[config.mk]
export PLATFORM = sky130hd
export DESIGN_NAME = trp_timer
export DESIGN_NICKNAME = d
export VERILOG_FILES = /design/src/verilog/trp_pkg.sv /design/src/verilog/trp_timer.sv
export VERILOG_INCLUDE_DIRS = /design/src /design/src/verilog
export SDC_FILE = /design/constraint.sdc
export NUM_CORES = 1
export LEC_CHECK = 0
export ABC_AREA = 1
export BUFFER_PORTS_ARGS = -buffer_cell sky130_fd_sc_hd__buf_4
export CAP_MARGIN = 20
export CORE_ASPECT_RATIO = 0.5
export CORE_MARGIN = 2
export CORE_UTILIZATION = 55
export DETAILED_ROUTE_END_ITERATION = 8
export GPL_ROUTABILITY_DRIVEN = 0
export PLACE_DENSITY = 0.84
export RECOVER_POWER = 50
export SYNTH_ARGS = -nofsm -noshare
export SYNTH_HDL_FRONTEND = slang
export SYNTH_SLANG_ARGS = --single-unit
[constraint.sdc]
create_clock -name ref_clk -period 3.2 [get_ports ref_clk]
set_input_delay 0.32 -clock ref_clk [delete_from_list [all_inputs] [get_ports ref_clk]]
set_output_delay 0.32 -clock ref_clk [all_outputs]
set_load 0.01 [all_outputs]
[src/verilog/trp_consts.svh]
// Constant values for the reload / PWM / capture timer
`ifndef TRP_CONSTS_SVH
`define TRP_CONSTS_SVH
`define TRP_CNT_W 16
`define TRP_PRE_W 7
`define TRP_DT_W 3
`define TRP_COUNT_RST 16'h0000
`define TRP_RESTART_VAL 16'h0001
`define TRP_PRE_RST 7'h00
`define TRP_DT_RST 3'h0
`endif

[src/verilog/trp_pkg.sv]
// Types for the reload / PWM / capture timer
package trp_pkg;
  typedef enum logic [2:0]
  {
    trp_one_shot,
    trp_continuous,
    trp_capture_compare,
    trp_pwm_dual,
    trp_capture_restart,
    trp_comparator_counter
  } trp_mode_t;
endpackage

[src/verilog/trp_timer.sv]
// 16-bit reload timer with PWM, capture and prescaler
// What this block does
// - Continuous mode counts up to reload value.
// - At reload: interrupt, load 0001H, keep counting.
// - Continuous reload inverts timer output level.
// - Software start count applies first pass only.
// - One-shot/continuous clock only from prescaler.
// - One-shot lasts (reload minus start) times prescale.
// - Later continuous passes last reload times prescale.
// - Nonstandard first start lasts (reload minus start plus one) times prescale.
// - Capture/compare starts on edge, captures later edges.
// - PWM polarity 0 output levels and switching.
// - PWM polarity 1 output levels, reversed.
// - PWM waits dead-time before driving active level.
// - Capture-restart captures count on selected edge.
// - Comparator counter: disabled level, toggle at reload.
// - Pin function shows polarity even while disabled.
// - Polarity change while running not seen immediately.
// - Prescaler divides by two to select power.
// - Prescaler clears whenever timer is disabled.
`timescale 1ns/10ps
`include "trp_consts.svh"

module trp_timer
  import trp_pkg::*;
(
  // Clock and reset
  input wire logic ref_clk,
  input wire logic rst,
  // Configuration
  input wire logic timer_enable,
  input trp_mode_t timer_mode,
  input wire logic output_polarity_bit,
  input wire logic [2:0] prescale_select,
  input wire logic [`TRP_DT_W-1:0] pwm_deadtime_delay,
  input wire logic output_function_enable,
  input wire logic [`TRP_CNT_W-1:0] reload_value,
  input wire logic [`TRP_CNT_W-1:0] pwm_value,
  // Software count load
  input wire logic count_write,
  input wire logic [`TRP_CNT_W-1:0] count_wdata,
  // Timer input pin
  input wire logic timer_input_pin,
  // Status
  output logic [`TRP_CNT_W-1:0] count,
  output logic [`TRP_CNT_W-1:0] capture_value,
  output logic capture_strobe,
  output logic timer_irq,
  // Timer output pins
  output logic timer_output_pin,
  output logic timer_output_comp,
  output logic timer_output_oe
);

  // ****************************************************
  // Input synchroniser and prescaler
  // ****************************************************
  logic in_meta, in_sync, in_prev;
  logic next_in_meta, next_in_sync, next_in_prev;
  logic [`TRP_PRE_W-1:0] pre_cnt, next_pre_cnt;
  logic tick;
  logic act_edge;

  function automatic logic [`TRP_PRE_W-1:0] pre_mask(
    input logic [2:0] sel);
    logic [`TRP_PRE_W-1:0] m;
    m = `TRP_PRE_RST;
    for (int i = 0; i < `TRP_PRE_W; i++)
    begin
      if (i < int'(sel))
        m[i] = 1'b1;
    end
    return m;
  endfunction

  always_comb
  begin
    next_in_meta = timer_input_pin;
    next_in_sync = in_meta;
    next_in_prev = in_sync;
    // Held at zero while disabled so each restart divides cleanly
    if (!timer_enable)
      next_pre_cnt = `TRP_PRE_RST;
    else
      next_pre_cnt = pre_cnt + 1'b1;
  end

  always_ff @(posedge ref_clk)
  begin
    if (rst)
    begin
      in_meta <= 1'b0;
      in_sync <= 1'b0;
      in_prev <= 1'b0;
      pre_cnt <= `TRP_PRE_RST;
    end
    else
    begin
      in_meta <= next_in_meta;
      in_sync <= next_in_sync;
      in_prev <= next_in_prev;
      pre_cnt <= next_pre_cnt;
    end
  end

  // One tick per 2^select system clocks
  assign tick = timer_enable &&
    ((pre_cnt & pre_mask(prescale_select)) ==
     pre_mask(prescale_select));

  // ****************************************************
  // Counter, capture and outputs
  // ****************************************************
  logic run_pol, next_run_pol;
  logic done, next_done;
  logic started, next_started;
  logic dt_wait, next_dt_wait;
  logic dt_for_out, next_dt_for_out;
  logic [`TRP_DT_W-1:0] dt_cnt, next_dt_cnt;
  logic [`TRP_CNT_W-1:0] next_count, next_capture_value;
  logic next_capture_strobe, next_timer_irq;
  logic next_out, next_comp, next_oe;
  logic step, at_reload;

  // Polarity is frozen while running: a write only lands on the
  // next disable, so the pin never glitches mid-period
  assign act_edge = run_pol ? (in_prev & ~in_sync)
                            : (in_sync & ~in_prev);

  always_comb
  begin
    next_run_pol = timer_enable ? run_pol
                                : output_polarity_bit;
    next_done = done;
    next_started = started;
    next_dt_wait = dt_wait;
    next_dt_for_out = dt_for_out;
    next_dt_cnt = dt_cnt;
    next_count = count;
    next_capture_value = capture_value;
    next_capture_strobe = 1'b0;
    next_timer_irq = 1'b0;
    next_out = timer_output_pin;
    next_comp = timer_output_comp;
    next_oe = output_function_enable;
    step = 1'b0;
    at_reload = 1'b0;
    if (!timer_enable)
    begin
      next_done = 1'b0;
      next_started = 1'b0;
      next_dt_wait = 1'b0;
      next_out = output_polarity_bit;
      next_comp = ~output_polarity_bit;
    end
    else
    begin
      case (timer_mode)
        trp_one_shot, trp_continuous, trp_pwm_dual:
          step = tick && !done;
        trp_capture_compare:
          step = tick && started;
        trp_capture_restart:
          step = tick;
        trp_comparator_counter:
          step = act_edge;
        default:
          step = 1'b0;
      endcase
      if (timer_mode == trp_capture_compare && act_edge)
      begin
        next_started = 1'b1;
        if (started)
        begin
          next_capture_value = count;
          next_capture_strobe = 1'b1;
        end
      end
      if (step)
      begin
        if (timer_mode == trp_one_shot)
        begin
          // Stops with the count at reload
          next_count = count + 1'b1;
          if (next_count == reload_value)
          begin
            next_timer_irq = 1'b1;
            next_done = 1'b1;
            next_out = ~timer_output_pin;
          end
        end
        else if (count == reload_value)
        begin
          at_reload = 1'b1;
          next_timer_irq = 1'b1;
          next_count = `TRP_RESTART_VAL;
          if (timer_mode != trp_pwm_dual)
            next_out = ~timer_output_pin;
        end
        else
          next_count = count + 1'b1;
      end
      if (timer_mode == trp_capture_restart && act_edge)
      begin
        next_capture_value = count;
        next_capture_strobe = 1'b1;
        next_count = `TRP_RESTART_VAL;
      end
      if (timer_mode == trp_pwm_dual)
      begin
        if (dt_wait)
        begin
          next_dt_cnt = dt_cnt - 1'b1;
          if (dt_cnt == `TRP_DT_W'(1))
          begin
            next_dt_wait = 1'b0;
            if (dt_for_out)
              next_out = ~run_pol;
            else
              next_comp = ~run_pol;
          end
        end
        if (at_reload)
        begin
          // Output back to idle at once, complement after dead time
          next_out = run_pol;
          next_dt_for_out = 1'b0;
          next_dt_cnt = pwm_deadtime_delay;
          next_dt_wait = (pwm_deadtime_delay != `TRP_DT_RST);
          if (pwm_deadtime_delay == `TRP_DT_RST)
            next_comp = ~run_pol;
        end
        else if (step && count == pwm_value)
        begin
          next_comp = run_pol;
          next_dt_for_out = 1'b1;
          next_dt_cnt = pwm_deadtime_delay;
          next_dt_wait = (pwm_deadtime_delay != `TRP_DT_RST);
          if (pwm_deadtime_delay == `TRP_DT_RST)
            next_out = ~run_pol;
        end
      end
      else
      begin
        next_dt_wait = 1'b0;
        next_comp = ~next_out;
      end
    end
    // A software write always wins over the counter
    if (count_write)
      next_count = count_wdata;
  end

  always_ff @(posedge ref_clk)
  begin
    if (rst)
    begin
      run_pol <= 1'b0;
      done <= 1'b0;
      started <= 1'b0;
      dt_wait <= 1'b0;
      dt_for_out <= 1'b0;
      dt_cnt <= `TRP_DT_RST;
      count <= `TRP_COUNT_RST;
      capture_value <= `TRP_COUNT_RST;
      capture_strobe <= 1'b0;
      timer_irq <= 1'b0;
      timer_output_pin <= 1'b0;
      timer_output_comp <= 1'b1;
      timer_output_oe <= 1'b0;
    end
    else
    begin
      run_pol <= next_run_pol;
      done <= next_done;
      started <= next_started;
      dt_wait <= next_dt_wait;
      dt_for_out <= next_dt_for_out;
      dt_cnt <= next_dt_cnt;
      count <= next_count;
      capture_value <= next_capture_value;
      capture_strobe <= next_capture_strobe;
      timer_irq <= next_timer_irq;
      timer_output_pin <= next_out;
      timer_output_comp <= next_comp;
      timer_output_oe <= next_oe;
    end
  end

  // ****************************************************
  // Checks
  // ****************************************************
  a_prescale_clear: assert property (@(posedge ref_clk) disable iff (rst)
    !timer_enable |=> pre_cnt == `TRP_PRE_RST)
    else $error("prescaler not cleared while disabled");

  a_cont_reload: assert property (@(posedge ref_clk) disable iff (rst)
    (timer_mode == trp_continuous && step && count == reload_value
     && !count_write) |=> (count == `TRP_RESTART_VAL && timer_irq))
    else $error("continuous reload did not restart at one");

  a_cont_toggle: assert property (@(posedge ref_clk) disable iff (rst)
    (timer_mode == trp_continuous && at_reload)
    |=> timer_output_pin != $past(timer_output_pin))
    else $error("output did not toggle at reload");

  a_pin_clock: assert property (@(posedge ref_clk) disable iff (rst)
    (timer_enable && timer_mode == trp_continuous && !count_write
     && !tick) |=> $stable(count))
    else $error("count moved without a prescaler tick");

  a_oneshot_stop: assert property (@(posedge ref_clk) disable iff (rst)
    (timer_irq && $past(timer_mode) == trp_one_shot && timer_enable
     && timer_mode == trp_one_shot && !count_write)
    |=> $stable(count))
    else $error("one-shot kept counting after time-out");

  a_idle_level: assert property (@(posedge ref_clk) disable iff (rst)
    !timer_enable |=> (timer_output_pin == $past(output_polarity_bit)
    && timer_output_comp == !$past(output_polarity_bit)))
    else $error("disabled output not at polarity level");

  a_pol_frozen: assert property (@(posedge ref_clk) disable iff (rst)
    (timer_enable && $past(timer_enable)) |-> $stable(run_pol))
    else $error("running polarity changed");

  a_pwm_match: assert property (@(posedge ref_clk) disable iff (rst)
    (timer_mode == trp_pwm_dual && step && count == pwm_value
     && count != reload_value && !dt_wait)
    |=> timer_output_comp == run_pol)
    else $error("complement not idle after match");

  a_deadtime: assert property (@(posedge ref_clk) disable iff (rst)
    (timer_mode == trp_pwm_dual && timer_enable && at_reload
     && timer_output_comp == run_pol
     && pwm_deadtime_delay == `TRP_DT_W'(2))
    |=> (timer_output_comp == run_pol) ##1
        (timer_output_comp == run_pol))
    else $error("complement switched before dead time");

  a_capture_edge: assert property (@(posedge ref_clk) disable iff (rst)
    (timer_enable && timer_mode == trp_capture_restart && act_edge)
    |=> (capture_strobe && capture_value == $past(count)))
    else $error("capture missed on selected edge");

endmodule

=== After elaboration in Yosys (flattened, before gate mapping) ===
Index checks and enable logic that the tools add are counted.
W data, S select, Z words.

* $add $sub $neg: 3
* Magnitude comparators: 7
* Eq/ne operators: 11
* Multiplexer cells: 59
* Bitwise gates (word level): 12
* Reduce and logical (&&, ||, !) cells: 25

{| class="wikitable"
|+ Operators by type and width
! cell !! count
|-
| $mux W16 || 9
|-
| $eq A16 B16 Y1 || 3
|-
| $mux W1 || 46
|-
| $add A16 B1 Y16 const B || 1
|-
| $reduce_and A3 Y1 || 4
|-
| $lt A3 B3 Y1 const A || 3
|-
| $mux W3 || 3
|-
| $not A1 Y1 || 9
|-
| $reduce_bool A3 Y1 || 3
|-
| $reduce_or A3 Y1 || 3
|-
| $reduce_bool A2 Y1 || 4
|-
| $add A7 B1 Y7 const B || 1
|-
| $and A7 B7 Y7 || 1
|-
| $eq A7 B7 Y1 || 1
|-
| $eq A3 B1 Y1 const B || 2
|-
| $eq A3 B2 Y1 const B || 2
|-
| $eq A3 B3 Y1 const B || 2
|-
| $logic_and A1 B1 Y1 || 6
|-
| $logic_not A3 Y1 || 2
|-
| $lt A1 B3 Y1 const A || 2
|-
| $lt A2 B3 Y1 const A || 2
|-
| $pmux W1 S4 || 1
|-
| $ne A3 B2 Y1 const B || 1
|-
| $sub A3 B1 Y3 const B || 1
|-
| other kinds (4) || 5
|}

* Register bits after elaboration: 55
* Bits of input ports: 64
* Word-level logic and storage cells: 134

=== Logic depth before layout (Yosys ltp) ===
* Depth in word-level cells: 18
* Depth in mapped cells: 21

=== Least setup slack after synthesis ===
OpenSTA, ideal clock, no wires.

* Path kind: reg-to-reg
* From: reg count[1]
* To: reg timer_output_pin
* Arrival: 1962 ps
* Slack: 1123 ps
* Stages on the path, launching flop included: 18
* Period minus slack after synthesis: 2077 ps
* Cell sequence: dfxtp_1 ha_1 nand2_1 nor2_4 nand2_2 nor2_2 nand2_1 nand2_1 a21boi_1 nand3_2 nand3_1 nand2_1 nand2_1 nand2_1 nand2_1 nand2_1 nand2_1 nand2_1

* Word-level cells in the longest chain between the ends: 14
* Elaborated cells on any way between the ends: 22
* Classes of those cells: add/sub (1); eq/ne (3); mux (17); reduce/logical (1)

{| class="wikitable"
|+ RTL lines
! what !! line !! RTL
|-
| from (decl) || trp_timer.sv:45 || <nowiki>output logic [`TRP_CNT_W-1:0] count,</nowiki>
|-
| from (signal assigned) || trp_timer.sv:264 || <nowiki>count <= `TRP_COUNT_RST;</nowiki>
|-
| from (signal assigned) || trp_timer.sv:280 || <nowiki>count <= next_count;</nowiki>
|-
| $add A16 B1 Y16 || trp_timer.sv:184 || <nowiki>next_count = count + 1'b1;</nowiki>
|-
| $eq A16 B16 Y1 || trp_timer.sv:185 || <nowiki>if (next_count == reload_value)</nowiki>
|-
| $mux W1 || trp_timer.sv:185 ||
|-
| $mux W1 || trp_timer.sv:181 || <nowiki>if (timer_mode == trp_one_shot)</nowiki>
|-
| $mux W1 || trp_timer.sv:179 || <nowiki>if (step)</nowiki>
|-
| $mux W1 || trp_timer.sv:148 || <nowiki>if (!timer_enable)</nowiki>
|-
| $mux W1 || trp_timer.sv:217 || <nowiki>if (dt_for_out)</nowiki>
|-
| $mux W1 || trp_timer.sv:214 || <nowiki>if (dt_cnt == `TRP_DT_W'(1))</nowiki>
|-
| $mux W1 || trp_timer.sv:211 || <nowiki>if (dt_wait)</nowiki>
|-
| $mux W1 || trp_timer.sv:239 || <nowiki>if (pwm_deadtime_delay == `TRP_DT_RST)</nowiki>
|-
| $mux W1 || trp_timer.sv:233 || <nowiki>else if (step && count == pwm_value)</nowiki>
|-
| $mux W1 || trp_timer.sv:223 || <nowiki>if (at_reload)</nowiki>
|-
| $mux W1 (*) || trp_timer.sv:209 || <nowiki>if (timer_mode == trp_pwm_dual)</nowiki>
|-
| $mux W1 (*) || trp_timer.sv:148 ||
|-
| to (signal assigned) || trp_timer.sv:284 || <nowiki>timer_output_pin <= next_out;</nowiki>
|-
| to (decl) || trp_timer.sv:50 || <nowiki>output logic timer_output_pin,</nowiki>
|}

Mark *: on every way between the ends. The rest lies on a longest branch, timed or not. The select of a mux whose other input is x is not followed.
A chain may end at the register's enable or synchronous reset.

=== Worst setup path after layout ===
Ends and elaborated chain as after synthesis.

==> results.json <==
{
  "die_area_sq_um": 7240,
  "crit_top_cell": "nand2_1",
  "rr_worst_depth": 16,
  "timing.rr.end": "timer_output_pin",
  "antenna_found_initial": 0,
  "syn-cell-area_sq_um": 3590,
  "post-place-cells": 721,
  "mostFrequentLayoutCells": "nand2_1 (112), buf_4 (67), inv_1 (65)",
  "antenna_cells": 0,
  "tightest_slew_ns": 0.926,
  "clockBufferDepth": 2,
  "crit_required_ns": 3.39,
  "post_drt_wl_per_cell_um": 13.8,
  "cts_setup_buffers": 0,
  "grt_pass1_vias": 3478,
  "ant_nets": 0,
  "cp_num_buf_inv": 0,
  "die_y_um": 61.2,
  "crit_chain": "ha_1 > nand2_1 > nor2_4 > nand3_1 > xor2_1 > nand3_1 > nor2_1 > nand3_2 > nand3_1 > nand2_1 > nand2_1 > nand2_1 > nand2_1 > nand2_1 > nand2_1 > nand2_1",
  "insertion_delay_ns": 0.30,
  "drc": 0,
  "hold_path_end": "timer_output_oe",
  "syn_avg_cell_area_sq_um": 6.58,
  "hp-class": "in2reg",
  "power_per_cell_area_nw_per_um2": 371,
  "final-seq-area_sq_um": 1100,
  "ys_types": 43,
  "fillers": 553,
  "setup_viol": 0,
  "grt_max_degree": 35,
  "finalHoldViolCount": 0,
  "vias_per_cell": 5.42,
  "report.final.slew_viol_count": 0,
  "period_share": 0.808,
  "cts_hold_buf": 0,
  "hold_path_depth": 3,
  "cts_buffers": 5,
  "dp_hpwl_um": 7580,
  "relSlewSlack": 0.382,
  "yosysSeqAreaShare": 0.306,
  "port_buffers": 100,
  "tns_ns": 0,
  "crit_fanout": 8,
  "dr.pass1.iters": 8,
  "peakVddDrop_v": 0.000226,
  "vias": 3952,
  "initial_core_util": 0.582,
  "min_from": "output_function_enable",
  "power_leakage_uw": 0.00197,
  "arrival_ns": 2.77,
  "worstSetupPathType": "reg2reg",
  "slowest_stage": "dfxtp_1",
  "htreeDepth": 2,
  "multiInputGateArea_sq_um": 2150,
  "grt_pass1_wl_um": 16000,
  "ys_ff_latch": 55,
  "critical_path.top_delay_family": "simple AND/OR/NAND/NOR gates",
  "layout_commonest_cell": "nand2_1",
  "fp.dieW_um": 118,
  "grt_overflow_total": 0,
  "drt-total-wl_um": 10100,
  "root_buffer": "clkbuf_16",
  "cts.sink_count": 55,
  "critPathLaunchType": "flop",
  "cts_resized": 0,
  "final_layout_size_suffix_gt1_frac": 0.176,
  "syn2layout_area_growth_pct": 22.8,
  "groute.usage.overall": 0.279,
  "ios": 101,
  "max_stage_delay_ns": 0.52,
  "synth_nets": 614,
  "layout_min_cycle_time_ns": 2.58,
  "hold_ws_ns": 0.233,
  "rsz0062_at_grt": "false",
  "worst_setup_path_end_kind": "flop",
  "coreArea_sq_um": 6180,
  "synth_warnings": 0,
  "finalClockSkew_ns": 0.00664,
  "fin_nets": 708,
  "maxCapViolations": 0,
  "status": "finished, final reports clean",
  "worst-r2r-setup-slack_ns": 0.62,
  "r2r-start": "count[1]",
  "num_rows": 20,
  "clk_pin_slew_ns": 0.07,
  "critPathLaunch": "count[1]",
  "drt_iter0_markers": 339,
  "fmax_mhz": 387,
  "cts_tree": "built",
  "syn_inst": 546,
  "finalNonFillerCells": 729
}
worst reg2reg max path: stages (launching register included):
cell and delay (ns):
dfxtp_1 0.52, ha_1 0.28, nand2_1 0.12, nor2_4 0.19, nand3_1 0.16, xor2_1 0.16, nand3_1 0.10, nor2_1 0.24
nand3_2 0.17, nand3_1 0.13, nand2_1 0.08, nand2_1 0.06, nand2_1 0.05, nand2_1 0.06, nand2_1 0.06, nand2_1 0.05
nand2_1 0.04
stage by stage:
step	power, uW	instance area (sq um)	util	setup WS (ns)
final	1640	4410	0.714	0.615
after floorplan	967	3590	-	1.12
after detailed placement	1120	4400	0.712	0.732
after CTS	1660	4540	0.735	0.680
after global placement	1110	4400	0.712	0.784
after global routing	1710	4410	0.714	0.413
synthesized netlist by cell type, drive strengths merged:
master,count,area [sq um]
o211ai,2,15.0
a32oi,6,52.6
nand3b,2,15.0
a22oi,4,30.0
nand4,9,71.3
a31o,1,8.76
ha,4,50.1
nor3b,1,7.51
o21ai,49,245
a2bb2oi,1,8.76
o22ai,1,12.5
nand3,33,175
buf,7,40.0
nor3,9,45.0
or2,10,62.6
a31oi,4,25.0
inv,71,267
clkbuf,8,30.0
xor2,21,184
dfxtp,55,1100
o21a,2,15.0
clkinv,1,3.75
nand2,116,445
a211oi,5,42.5
xnor2,11,104
o21bai,2,15.0
o221ai,1,8.76
a21boi,2,15.0
nor2,74,325
a21oi,34,174
where the power goes:
| group | leakage [uW] | switching (uW) | internal (uW) |
|---|---|---|---|
| clock network | 0.0000740 | 253 | 291 |
| logic | 0.00145 | 191 | 149 |
| registers | 0.000448 | 44.8 | 709 |
| total | 0.00197 | 489 | 1150 |
kinds of logic after synthesis:
kind of cell | count (synthesis) | share of synthesized area
adders and majority gates | 4 | 0.0139
buffers and inverters | 87 | 0.0947
and+or+nand+nor | 254 | 0.319
AOI/OAI and AO/OA | 114 | 0.186
xor gates and xnor gates | 32 | 0.0801
DFF | 55 | 0.306
how the worst max path moves through the flow:
stage                                  end  slack, ns  cells after the start
final                     timer_output_pin       0.62                     16
after global routing      timer_output_pin       0.41                     17
after CTS                 timer_output_pin       0.68                     16
after floorplan           timer_output_pin       1.12                     17
after detailed placement  timer_output_pin       0.73                     16
after global placement    timer_output_pin       0.78                     16
cell type report:
class / instances / area share
flip-flops and latches: 55 / 0.250
multi-input cells: 404 / 0.488
well taps: 88 / 0.0250
inverters: 72 / 0.0612
repair buffers: 102 / 0.144
clock buffers: 5 / 0.0284
clock inverters: 3 / 0.00425
registers in the layout, summed over array words and instances (netlist names), 3 cells and up:
register	count
count	16
dt_cnt	3
pre_cnt	7
capture_value	16
metal layers:
metal	GRT usage	up-vias	wire, um
met3	0.0593	23	861
met5	0	-	0
li1	-	1974	-
met1	0.362	1772	4380
met2	0.487	183	4690
met4	0.0740	0	141
(Power assumes the default switching activity.)
